## config.mk

```make
export PLATFORM = sky130hd
export DESIGN_NAME = timer_edge_capture_pwm
export DESIGN_NICKNAME = d
export VERILOG_FILES = /design/src/verilog/timer_pkg.sv /design/src/verilog/edge_sync_detect.sv /design/src/verilog/status_flag.sv /design/src/verilog/timer_edge_capture_pwm.sv
export VERILOG_INCLUDE_DIRS = /design/src /design/src/verilog
export SDC_FILE = /design/constraint.sdc
export NUM_CORES = 1
export LEC_CHECK = 0
export ABC_CLOCK_PERIOD_IN_PS = 7800
export BUFFER_PORTS_ARGS = -buffer_cell sky130_fd_sc_hd__buf_2
export CELL_PAD_IN_SITES_DETAIL_PLACEMENT = 1
export CELL_PAD_IN_SITES_GLOBAL_PLACEMENT = 2
export CORE_MARGIN = 5
export CORE_UTILIZATION = 43
export CTS_BUF_LIST = sky130_fd_sc_hd__clkbuf_4
export CTS_CLUSTER_SIZE = 24
export DETAILED_ROUTE_END_ITERATION = 16
export GPL_TIMING_DRIVEN = 0
export HOLD_SLACK_MARGIN = 0.1
export PLACE_DENSITY = 0.95
export SKIP_LAST_GASP = 1
export SLEW_MARGIN = 5
export SYNTH_ARGS = -nofsm -noshare
export SYNTH_HDL_FRONTEND = slang
export SYNTH_HIERARCHICAL = 1
export SYNTH_SLANG_ARGS = --single-unit
```

## constraint.sdc

```tcl
create_clock -name pclk -period 7.8 [get_ports pclk]
set_input_delay 1.56 -clock pclk [delete_from_list [all_inputs] [get_ports pclk]]
set_output_delay 1.56 -clock pclk [all_outputs]
set_load 0.02 [all_outputs]
```

## src/verilog/timer_regs.svh

```systemverilog
// Register offsets, field positions, reset values and encodings of the timer half.
`ifndef TIMER_REGS_SVH
`define TIMER_REGS_SVH

// ---------------------------------------------------------------
// Register byte offsets
// ---------------------------------------------------------------
`define OFF_CONFIG 12'h000
`define OFF_MODE 12'h004
`define OFF_CONTROL 12'h00C
`define OFF_MASK 12'h018
`define OFF_RAW 12'h01C
`define OFF_MASKED 12'h020
`define OFF_CLEAR 12'h024
`define OFF_LOAD 12'h028
`define OFF_MATCH 12'h030
`define OFF_CAPTURE 12'h048

// ---------------------------------------------------------------
// Field positions
// ---------------------------------------------------------------
`define MODE_FIELD_LSB 0
`define MODE_CMR_BIT 2
`define MODE_AMS_BIT 3
`define CTL_EN_BIT 0
`define CTL_EVT_LSB 2
`define CTL_INV_BIT 6
`define FLAG_TIMEOUT 0
`define FLAG_MATCH 1
`define FLAG_CAPTURE 2

// ---------------------------------------------------------------
// Encodings and reset values
// ---------------------------------------------------------------
`define CFG_WIDE 3'h0
`define CFG_SPLIT 3'h4
`define TMODE_ONESHOT 2'h1
`define TMODE_PERIODIC 2'h2
`define TMODE_CAPTURE 2'h3
`define EVT_RISE 2'h0
`define EVT_FALL 2'h1
`define EVT_BOTH 2'h3
`define LOAD_RESET 32'hFFFFFFFF
`define MATCH_RESET 32'hFFFFFFFF
`define COUNT_RESET 32'hFFFFFFFF
`define CAPTURE_RESET 16'hFFFF

`endif

```

## src/verilog/timer_pkg.sv

```systemverilog
// Types shared by the timer half.
package timer_pkg;

	// Operating mode decoded from configuration, mode field and select bits.
	typedef enum logic [4:0] {
		OP_NONE = 5'h01,
		OP_TIMER = 5'h02,
		OP_EDGE_COUNT = 5'h04,
		OP_EDGE_TIME = 5'h08,
		OP_PWM = 5'h10
	} op_type;

endpackage

```

## src/verilog/edge_sync_detect.sv

```systemverilog
// Two-stage synchroniser and edge detector for the capture pin.
`timescale 1ns/100ps
module edge_sync_detect (
	// Clock and reset
	input wire logic pclk,
	input wire logic presetn,
	// Pin side
	input wire logic pin_in,
	// Edge events
	output logic rise_pulse,
	output logic fall_pulse
);

	logic sync1_r;
	logic sync2_r;
	logic prev_r;

	// ---------------------------------------------------------------
	// Synchroniser
	// ---------------------------------------------------------------

	// Only the second stage is looked at, so metastability stays in the first.
	always_ff @(posedge pclk or negedge presetn) begin
		if (!presetn) begin
			sync1_r <= 1'h0;
			sync2_r <= 1'h0;
			prev_r <= 1'h0;
		end else begin
			sync1_r <= pin_in;
			sync2_r <= sync1_r;
			prev_r <= sync2_r;
		end
	end

	// Pulses last one cycle; the pin must hold two cycles per level or its edges land in adjacent cycles.
	assign rise_pulse = sync2_r & ~prev_r;
	assign fall_pulse = ~sync2_r & prev_r;
endmodule

```

## src/verilog/status_flag.sv

```systemverilog
// One sticky status flag: hardware sets it, software clears it, set wins.
`timescale 1ns/100ps
module status_flag (
	// Clock and reset
	input wire logic pclk,
	input wire logic presetn,
	// Control
	input wire logic set_pulse,
	input wire logic clear_pulse,
	// State
	output logic flag
);

	// A set in the clearing cycle survives so that no event is lost.
	always_ff @(posedge pclk or negedge presetn) begin
		if (!presetn) begin
			flag <= 1'h0;
		end else if (set_pulse) begin
			flag <= 1'h1;
		end else if (clear_pulse) begin
			flag <= 1'h0;
		end
	end
endmodule

```

## src/verilog/timer_edge_capture_pwm.sv

```systemverilog
// Timer half with edge count, edge time, PWM and one-shot/periodic modes behind APB.
`timescale 1ns/100ps
`include "timer_regs.svh"
module timer_edge_capture_pwm (
	// Clock and reset
	input wire logic pclk,
	input wire logic presetn,
	// APB slave
	input wire logic [11:0] paddr,
	input wire logic psel,
	input wire logic penable,
	input wire logic pwrite,
	input wire logic [31:0] pwdata,
	output logic pready,
	output logic [31:0] prdata,
	output logic pslverr,
	// Pins
	input wire logic capture_pin,
	output logic pwm_out
);
	import timer_pkg::*;

	logic [2:0] configuration_r;
	logic [1:0] timer_mode_field_r;
	logic capture_mode_select_r;
	logic alternate_mode_select_r;
	logic enable_r;
	logic [1:0] edge_event_r;
	logic pwm_output_invert_r;
	logic [2:0] mask_r;
	logic [31:0] load_r;
	logic [31:0] match_r;
	logic [31:0] count_r;
	logic [15:0] capture_r;
	logic load_pending_r;
	logic pwm_level_r;
	logic [2:0] raw_flags;
	op_type op;
	logic split;
	logic [31:0] load_val;
	logic [31:0] match_val;
	logic [31:0] count_dec;
	logic rise_evt;
	logic fall_evt;
	logic count_edge;
	logic time_edge;
	logic timeout_evt;
	logic match_evt;
	logic capture_evt;
	logic wr_access;
	logic wr_control;
	logic wr_load;
	logic wr_clear;
	logic enable_start;
	logic addr_hit;
	logic [31:0] read_val;

	// ---------------------------------------------------------------
	// Pin edges
	// ---------------------------------------------------------------

	edge_sync_detect pin_edges (
		.pclk(pclk),
		.presetn(presetn),
		.pin_in(capture_pin),
		.rise_pulse(rise_evt),
		.fall_pulse(fall_evt)
	);

	// Both edges are legal for counting; timing takes only one kind, both falls back to rising.
	always_comb begin
		unique case (edge_event_r)
			`EVT_RISE: count_edge = rise_evt;
			`EVT_FALL: count_edge = fall_evt;
			`EVT_BOTH: count_edge = rise_evt | fall_evt;
			default: count_edge = 1'h0;
		endcase
		time_edge = (edge_event_r == `EVT_FALL) ? fall_evt : rise_evt;
	end

	// ---------------------------------------------------------------
	// Mode decode
	// ---------------------------------------------------------------

	// Edge and PWM modes exist only in the split configuration.
	always_comb begin
		split = (configuration_r == `CFG_SPLIT);
		op = OP_NONE;
		if (split && timer_mode_field_r == `TMODE_CAPTURE) begin
			op = capture_mode_select_r ? OP_EDGE_TIME : OP_EDGE_COUNT;
		end else if (split && alternate_mode_select_r && !capture_mode_select_r &&
			timer_mode_field_r == `TMODE_PERIODIC) begin
			op = OP_PWM;
		end else if (!alternate_mode_select_r && (configuration_r == `CFG_WIDE || split) &&
			(timer_mode_field_r == `TMODE_ONESHOT || timer_mode_field_r == `TMODE_PERIODIC)) begin
			op = OP_TIMER;
		end
		load_val = split ? {16'h0000, load_r[15:0]} : load_r;
		match_val = split ? {16'h0000, match_r[15:0]} : match_r;
		count_dec = count_r - 32'h00000001;
	end

	// ---------------------------------------------------------------
	// Events
	// ---------------------------------------------------------------

	// Flags come only from timer, count and time modes, never from PWM.
	assign timeout_evt = enable_r && !load_pending_r && op == OP_TIMER && count_r == 32'h00000000;
	assign match_evt = enable_r && !load_pending_r && op == OP_EDGE_COUNT && count_edge &&
		count_dec == match_val;
	assign capture_evt = enable_r && op == OP_EDGE_TIME && time_edge;

	// ---------------------------------------------------------------
	// APB decode
	// ---------------------------------------------------------------

	assign wr_access = psel && penable && pready && pwrite;
	assign wr_control = wr_access && paddr == `OFF_CONTROL;
	assign wr_load = wr_access && paddr == `OFF_LOAD;
	assign wr_clear = wr_access && paddr == `OFF_CLEAR;
	assign enable_start = wr_control && pwdata[`CTL_EN_BIT] && !enable_r;

	// Read mux; the capture address shows the live count outside edge time mode.
	always_comb begin
		addr_hit = 1'h1;
		read_val = 32'h00000000;
		unique case (paddr)
			`OFF_CONFIG: read_val = {29'h00000000, configuration_r};
			`OFF_MODE: read_val = {28'h0000000, alternate_mode_select_r, capture_mode_select_r, timer_mode_field_r};
			`OFF_CONTROL: read_val = {25'h0000000, pwm_output_invert_r, 2'h0, edge_event_r, 1'h0, enable_r};
			`OFF_MASK: read_val = {29'h00000000, mask_r};
			`OFF_RAW: read_val = {29'h00000000, raw_flags};
			`OFF_MASKED: read_val = {29'h00000000, raw_flags & mask_r};
			`OFF_CLEAR: read_val = 32'h00000000;
			`OFF_LOAD: read_val = load_r;
			`OFF_MATCH: read_val = match_r;
			`OFF_CAPTURE: read_val = (op == OP_EDGE_TIME) ? {16'h0000, capture_r} : count_r;
			default: addr_hit = 1'h0;
		endcase
	end

	// Answer prepared in setup, so the access phase completes without wait states.
	always_ff @(posedge pclk or negedge presetn) begin
		if (!presetn) begin
			pready <= 1'h0;
			prdata <= 32'h00000000;
			pslverr <= 1'h0;
		end else begin
			pready <= psel && !penable;
			pslverr <= psel && !penable && !addr_hit;
			prdata <= (psel && !penable && !pwrite) ? read_val : 32'h00000000;
		end
	end

	// ---------------------------------------------------------------
	// Configuration registers
	// ---------------------------------------------------------------

	always_ff @(posedge pclk or negedge presetn) begin
		if (!presetn) begin
			configuration_r <= `CFG_WIDE;
			timer_mode_field_r <= 2'h0;
			capture_mode_select_r <= 1'h0;
			alternate_mode_select_r <= 1'h0;
			edge_event_r <= `EVT_RISE;
			pwm_output_invert_r <= 1'h0;
			mask_r <= 3'h0;
			load_r <= `LOAD_RESET;
			match_r <= `MATCH_RESET;
		end else if (wr_access) begin
			unique case (paddr)
				`OFF_CONFIG: configuration_r <= pwdata[2:0];
				`OFF_MODE: begin
					timer_mode_field_r <= pwdata[`MODE_FIELD_LSB +: 2];
					capture_mode_select_r <= pwdata[`MODE_CMR_BIT];
					alternate_mode_select_r <= pwdata[`MODE_AMS_BIT];
				end
				`OFF_CONTROL: begin
					edge_event_r <= pwdata[`CTL_EVT_LSB +: 2];
					pwm_output_invert_r <= pwdata[`CTL_INV_BIT];
				end
				`OFF_MASK: mask_r <= pwdata[2:0];
				`OFF_LOAD: load_r <= pwdata;
				`OFF_MATCH: match_r <= pwdata;
				default: ;
			endcase
		end
	end

	// ---------------------------------------------------------------
	// Enable
	// ---------------------------------------------------------------

	// Software writes win over the self-clear in the same cycle.
	always_ff @(posedge pclk or negedge presetn) begin
		if (!presetn) begin
			enable_r <= 1'h0;
		end else if (wr_control) begin
			enable_r <= pwdata[`CTL_EN_BIT];
		end else if (match_evt) begin
			enable_r <= 1'h0;
		end else if (timeout_evt && timer_mode_field_r == `TMODE_ONESHOT) begin
			enable_r <= 1'h0;
		end
	end

	// ---------------------------------------------------------------
	// Counter
	// ---------------------------------------------------------------

	// A load write takes effect one cycle later, even while running.
	always_ff @(posedge pclk or negedge presetn) begin
		if (!presetn) begin
			load_pending_r <= 1'h0;
		end else begin
			load_pending_r <= wr_load;
		end
	end

	// One step per clock or per edge; there is no prescaler in this path at all.
	always_ff @(posedge pclk or negedge presetn) begin
		if (!presetn) begin
			count_r <= `COUNT_RESET;
		end else if (enable_start || load_pending_r) begin
			count_r <= load_val;
		end else if (enable_r) begin
			unique case (op)
				OP_TIMER, OP_EDGE_TIME, OP_PWM: begin
					count_r <= (count_r == 32'h00000000) ? load_val : count_dec;
				end
				OP_EDGE_COUNT: begin
					if (match_evt) begin
						count_r <= load_val;
					end else if (count_edge) begin
						count_r <= count_dec;
					end
				end
				OP_NONE: ;
			endcase
		end
	end

	// Capture holds its value until the next selected edge.
	always_ff @(posedge pclk or negedge presetn) begin
		if (!presetn) begin
			capture_r <= `CAPTURE_RESET;
		end else if (capture_evt) begin
			capture_r <= count_r[15:0];
		end
	end

	// ---------------------------------------------------------------
	// Status flags
	// ---------------------------------------------------------------

	// Masked status is derived, so clearing raw clears masked too.
	status_flag timeout_flag (
		.pclk(pclk),
		.presetn(presetn),
		.set_pulse(timeout_evt),
		.clear_pulse(wr_clear && pwdata[`FLAG_TIMEOUT]),
		.flag(raw_flags[`FLAG_TIMEOUT])
	);

	status_flag match_flag (
		.pclk(pclk),
		.presetn(presetn),
		.set_pulse(match_evt),
		.clear_pulse(wr_clear && pwdata[`FLAG_MATCH]),
		.flag(raw_flags[`FLAG_MATCH])
	);

	status_flag capture_flag (
		.pclk(pclk),
		.presetn(presetn),
		.set_pulse(capture_evt),
		.clear_pulse(wr_clear && pwdata[`FLAG_CAPTURE]),
		.flag(raw_flags[`FLAG_CAPTURE])
	);

	// ---------------------------------------------------------------
	// PWM output
	// ---------------------------------------------------------------

	// The level trails the count by one cycle; the pin trails the level by one more.
	always_ff @(posedge pclk or negedge presetn) begin
		if (!presetn) begin
			pwm_level_r <= 1'h0;
		end else if (!enable_r || op != OP_PWM) begin
			pwm_level_r <= 1'h0;
		end else if (count_r == load_val) begin
			pwm_level_r <= 1'h1;
		end else if (count_r == match_val) begin
			pwm_level_r <= 1'h0;
		end
	end

	always_ff @(posedge pclk or negedge presetn) begin
		if (!presetn) begin
			pwm_out <= 1'h0;
		end else begin
			pwm_out <= pwm_level_r ^ pwm_output_invert_r;
		end
	end
endmodule

```

### After elaboration in Yosys (flattened, before gate mapping)

Cells that the tools add are included.

| operators by class | value |
|---|---|
| $add $sub $neg | 1 |
| equal/unequal tests | 24 |
| muxes and demuxes | 30 |
| bitwise operators | 7 |
| reduce and logical (&&, ||, !) cells | 60 |

Operator list:

| operator | number |
|---|---|
| two-way mux 32 bit | 9 |
| case mux 32 bit (9 select lines) | 1 |
| == test 32 bit | 3 |
| case mux 32 bit (2 select lines) | 1 |
| == test 12 x 6 -> 1 bit, second input constant | 4 |
| logical NOT 32 bit | 1 |
| subtractor 32 x 1 -> 32 bit, second input constant | 1 |
| logical AND 1 bit | 29 |
| == test 12 x 5 -> 1 bit, second input constant | 2 |
| two-way mux 1 bit | 14 |
| == test 12 x 3 -> 1 bit, second input constant | 1 |
| == test 12 x 4 -> 1 bit, second input constant | 1 |
| == test 12 x 7 -> 1 bit, second input constant | 1 |
| logical NOT 12 bit | 1 |
| AND reduction 2 bit | 6 |
| two-way mux 5 bit | 2 |
| OR reduction 10 bit | 1 |
| nonzero test 3 bit | 3 |
| nonzero test 2 bit | 4 |
| logical NOT 1 bit | 7 |
| == test 2 bit, second input constant | 3 |
| == test 5 x 2 -> 1 bit, second input constant | 1 |
| == test 5 x 3 -> 1 bit, second input constant | 1 |
| == test 5 x 4 -> 1 bit, second input constant | 1 |
| 18 further kinds | 24 |

| word-level totals | value |
|---|---|
| flip-flop bits (word level) | 169 |
| output and inout bits | 35 |
| word-level logic and storage cells | 146 |

### Longest topological paths before layout

| logic depth | value |
|---|---|
| word-level depth | 15 |
| depth in mapped cells | 16 |
| gate-level depth less buffers | 12 |

### Modules after synthesis

The synthesis kept the hierarchy.

Modules (own cells, without submodules):

| module | times used | cells an instance | area each (µm²) | seq. area each (µm²) |
|---|---|---|---|---|
| timer_edge_capture_pwm | 1 | 1138 | 10438.8 | 4219.0 |
| status_flag | 3 | 3 | 36.3 | 25.0 |
| edge_sync_detect | 1 | 5 | 90.1 | 75.1 |

### Worst setup path after synthesis

Ideal clock, no wire load.

| path | value |
|---|---|
| path type | input port to flip-flop |
| start | in paddr[9] |
| end | reg match_r[10] |
| arrival | 4.075 ns |
| data required time | 7.718 ns |
| slack | 3.642 ns |
| cell stages on the path | 8 |
| path buffers | 2 |
| cells stage by stage | or4_1 > nor3_1 > and2_1 > nor4b_1 > and2_0 > clkbuf_1 > buf_1 > mux2_2 |

| between the ends | value |
|---|---|
| cells in the longest elaborated chain, start to end | 2 |

RTL lines:

| item | RTL line | text |
|---|---|---|
| from (decl) | timer_edge_capture_pwm.sv:9 | `input wire logic [11:0] paddr,` |
| == test 12 x 6 -> 1 bit | timer_edge_capture_pwm.sv:171 | `unique case (paddr)` |
| AND reduction 2 bit (no source line) | -- |  |
| to (signal assigned) | timer_edge_capture_pwm.sv:169 | `` match_r <= `MATCH_RESET; `` |
| to (signal assigned) | timer_edge_capture_pwm.sv:184 | `` `OFF_MATCH: match_r <= pwdata; `` |
| to (decl) | timer_edge_capture_pwm.sv:32 | `logic [31:0] match_r;` |

No other way between the ends.
A chain may end at the register's enable or synchronous reset.

### Worst setup path after layout

| path | value |
|---|---|
| start | reg count_r[1] |
| end | reg count_r[31] |

| between the ends | value |
|---|---|
| cells in the longest elaborated chain, start to end | 7 |
| elaborated cells between the ends (all ways) | 12 |

RTL lines:

| item | RTL line | text |
|---|---|---|
| from (decl) | timer_edge_capture_pwm.sv:33 | `logic [31:0] count_r;` |
| from (signal assigned) | timer_edge_capture_pwm.sv:223 | `` count_r <= `COUNT_RESET; `` |
| from (signal assigned) | timer_edge_capture_pwm.sv:225 | `count_r <= load_val;` |
| from (signal assigned) | timer_edge_capture_pwm.sv:229 | `count_r <= (count_r == 32'h00000000) ? load_val : count_dec;` |
| subtractor 32 x 1 -> 32 bit | timer_edge_capture_pwm.sv:100 | `count_dec = count_r - 32'h00000001;` |
| == test 32 bit | timer_edge_capture_pwm.sv:110 | `count_dec == match_val;` |
| logical AND 1 bit | timer_edge_capture_pwm.sv:109 | `assign match_evt = enable_r && !load_pending_r && op == OP_EDGE_COUNT && count_edge &&` |
| two-way mux 32 bit | timer_edge_capture_pwm.sv:232 | `if (match_evt) begin` |
| case mux 32 bit (2 select lines) | timer_edge_capture_pwm.sv:227 | `unique case (op)` |
| two-way mux 32 bit | timer_edge_capture_pwm.sv:226 | `end else if (enable_r) begin` |
| two-way mux 32 bit | timer_edge_capture_pwm.sv:224 | `end else if (enable_start \|\| load_pending_r) begin` |

Several ways; a longest one is shown, not always the timed one. The select of a mux whose other input is x is not followed.

==> results.md <==
* Status: completed
* Max incr delay on CP at 1090 ps
* Layout Cells excl Fill at 1594
* Leak at 4.555 nW
* Root Driver: clkbuf_4
* Longest Clk Path Bufs at 2
* Most common cell on crit path: clkbuf_1
* Post-synth EDFFs at 0
* Distinct cells, synth at 81
* Setup tns final at 0 ps
* Ys async rst share at 1.000
* Period utilization at 0.7129
* Final worst setup slack at 2239 ps
* Hold Slack at 380.9 ps
* Routed wire per std cell at 25.72 um
* Max frequency at 179.8 MHz
* Nets@finish at 1311
* Detailed-route via count at 10130
* 1st-pass router iterations at 6
* Largest net degree at the start of global routing at 96
* Wirelength, routed at 40.99 mm
* Number of global-route vias before repair at 10550
* Fillers at 2851
* Critical path startpoint: count_r[1]
* Crit path time final at 5561 ps
* Final Skew at 34.26 ps
* DRC viols at 0
* Synth Cell Area at 0.01064 mm^2
* # resized after CTS at 0
* FF-to-FF Start: count_r[1]
* First-pass GRT wire length at 63.74 mm
* Synthesized Nets at 1207
* Top post-synthesis cells by count: 116 x nand2_1, 112 x dfstp_2, 106 x nor2_1, 85 x mux2_2, 71 x clkbuf_1
* Final setup fails at 0
* Vias/cell at 6.352
* P&R area growth vs syn at 11.27%
* DP Worst Slack at 2336 ps
* Port buffer count at 84
* Die X-Extent at 167.3 um
* Ranking of synthesized cells by area: dfstp_2 28%, dfrtp_1 13%, mux2_2 9.0%
* Worst hold start: pin_edges/sync1_r
* H-tree depth at 4
* Critical path launch point type: register
* Rows at 57
* GRT Resource Usage Total at 0.2893
* Share of cells above drive strength 1 at 0.2719
* Unrepaired setup endpoints after global routing: no
* Multi-input gate area at 0.005806 mm^2
* Die footprint at 0.02798 mm^2
* Iteration-0 DRC Markers at 966
* Register area at 0.004369 mm^2
* #FFs+latches synth at 169
* Leading area contributor after synthesis: dfstp_2
* Synth warnings at 6
* Initial antenna violation count at 1
* Worst-path clk slew at 170 ps
* Antenna-violating nets left at 0
* Core Area at 0.02432 mm^2
* Worst IR Drop VDD at 0.00009371 V
* CP endpoint kind: register
* Critical Path, Cell by Cell: clkbuf_1 -> inv_1 -> ha_1 -> clkbuf_1 -> nor3b_2 -> nand2_1 -> clkbuf_1 -> nor4_1 -> xor2_1 -> nand2_1 -> o2111ai_2 -> nor4_4 -> nor3_1 -> a21oi_1 -> o211ai_1
* GRT overflow at 0
* PwrDens at 131.4 mW/mm^2
* Hold path depth at 0
* GP Congestion at 0.9926
* CTS Sinks at 169
* Main synth FF type: dfstp_2
* Syn_area_per_cell at 9.234 um^2
* Die Y at 167.3 um
* CTS buffer count at 17
* Final hold viol count at 0
* Starting density of the core at 0.4374
* Yosys top cell area share at 0.2766
* Worst Hold Class: register to register
* R2R depth at 15
* Most common cell in the synthesized netlist: nand2_1
* Fin. max-slew vios at 0
* Critical Path RT at 8330 ps
* Worst slew margin at 0.08986
* IO Count at 85
* Power after layout at 1.556 mW
* CTS hold repair buffers at 0
* Half-perimeter wire length after placement at 30.69 mm
* Placed cell count at 1561
* Worst Path Max Fanout at 10
* WP data arrival at 6090 ps
* Setup Buffers After CTS at 0
* Sequential share of the synthesized area at 0.4107
* Synth Instances at 1152
* CTS tree: done
* Clk_lat worst skew at 620 ps
* Slowest CP cell: nor3_1
* WS Path Type: register to register
* Slew @ Worst Pin at 1355 ps
* Max capacitance violation total at 0
## critical path: cells and delay by family (launching register included)
| family | cells | cell delay [ps] |
|---|---|---|
| buf+inv | 4 | 1080 |
| xor+xnor | 1 | 250 |
| compound gates | 3 | 650 |
| flops | 1 | 400 |
| simple gates | 6 | 2950 |
| fa+ha+maj | 1 | 150 |
## routing by layer
layer	vias up	part of all wire	GRT usage
li1	4459	-	-
met1	5192	0.42	0.3750
met2	380	0.49	0.4894
met3	94	0.056	0.04078
met4	0	0.040	0.1150
met5	-	0	0
## cells in the final DEF (no fill, tap or decap), drive strengths merged, types with 21 or more instances in the layout
master | Yosys | final
nor2 | 107 | 107
buf | 21 | 106
nor3 | 38 | 38
xnor2 | 54 | 54
dfstp | 112 | 112
a31oi | 22 | 22
inv | 27 | 37
nand4 | 26 | 26
a21oi | 42 | 42
a221oi | 21 | 21
o21ai | 56 | 56
nor4 | 24 | 24
dfrtp | 57 | 57
nand3 | 32 | 32
nand2 | 116 | 116
clkbuf | 72 | 89
mux2 | 85 | 85
## logic make-up after synthesis
group,share of synthesized area
AO/OA/AOI/OAI,0.1662
AND/OR/NAND/NOR,0.2222
multiplexers,0.09374
XOR/XNOR,0.05681
adder cells (fa/ha/maj),0.006822
flip-flops,0.4107
buffers and inverters,0.04352
## flip-flops by register name, summed over array words and instances (netlist names), 2 cells and up
signal              flops
capture_r              16
configuration_r         3
count_r                32
edge_event_r            2
load_r                 32
mask_r                  3
match_r                32
prdata                 32
timer_mode_field_r      2
## worst paths after layout
kind	endpoint	slack [ps]
max	count_r[31]	2240
min	pin_edges/sync2_r	380
max reg2reg	count_r[31]	2240
min reg2reg	pin_edges/sync2_r	380
max in group asynchronous	load_r[19]	5930
min in group asynchronous	prdata[2]	910
## area by class of cell
cell class / count / share of cell area
well taps: 324 / 0.03425
plain buffers: 93 / 0.03055
inverters: 27 / 0.008562
repair buffers: 85 / 0.03869
flip-flops and latches: 169 / 0.3691
multi-input cells: 863 / 0.4905
clock buffers: 17 / 0.01078
diodes: 1 / 0.0002114
clock inverters: 15 / 0.01734
## power by group
group          switching, mW  internal, mW  leakage [nW]
Clock                  0.386         0.238         0.175
Combinational         0.0331        0.0153          2.44
Sequential          0.000895         0.882          1.93
## metrics by stage
stage,instance area [um^2],util
after floorplan,10640,-
final,11840,0.4867
after detailed placement,11500,0.4729
after global placement,11460,0.4714
after CTS,11830,0.4866
after global routing,11840,0.4867
No activity file was read; power rests on OpenSTA's default activity.
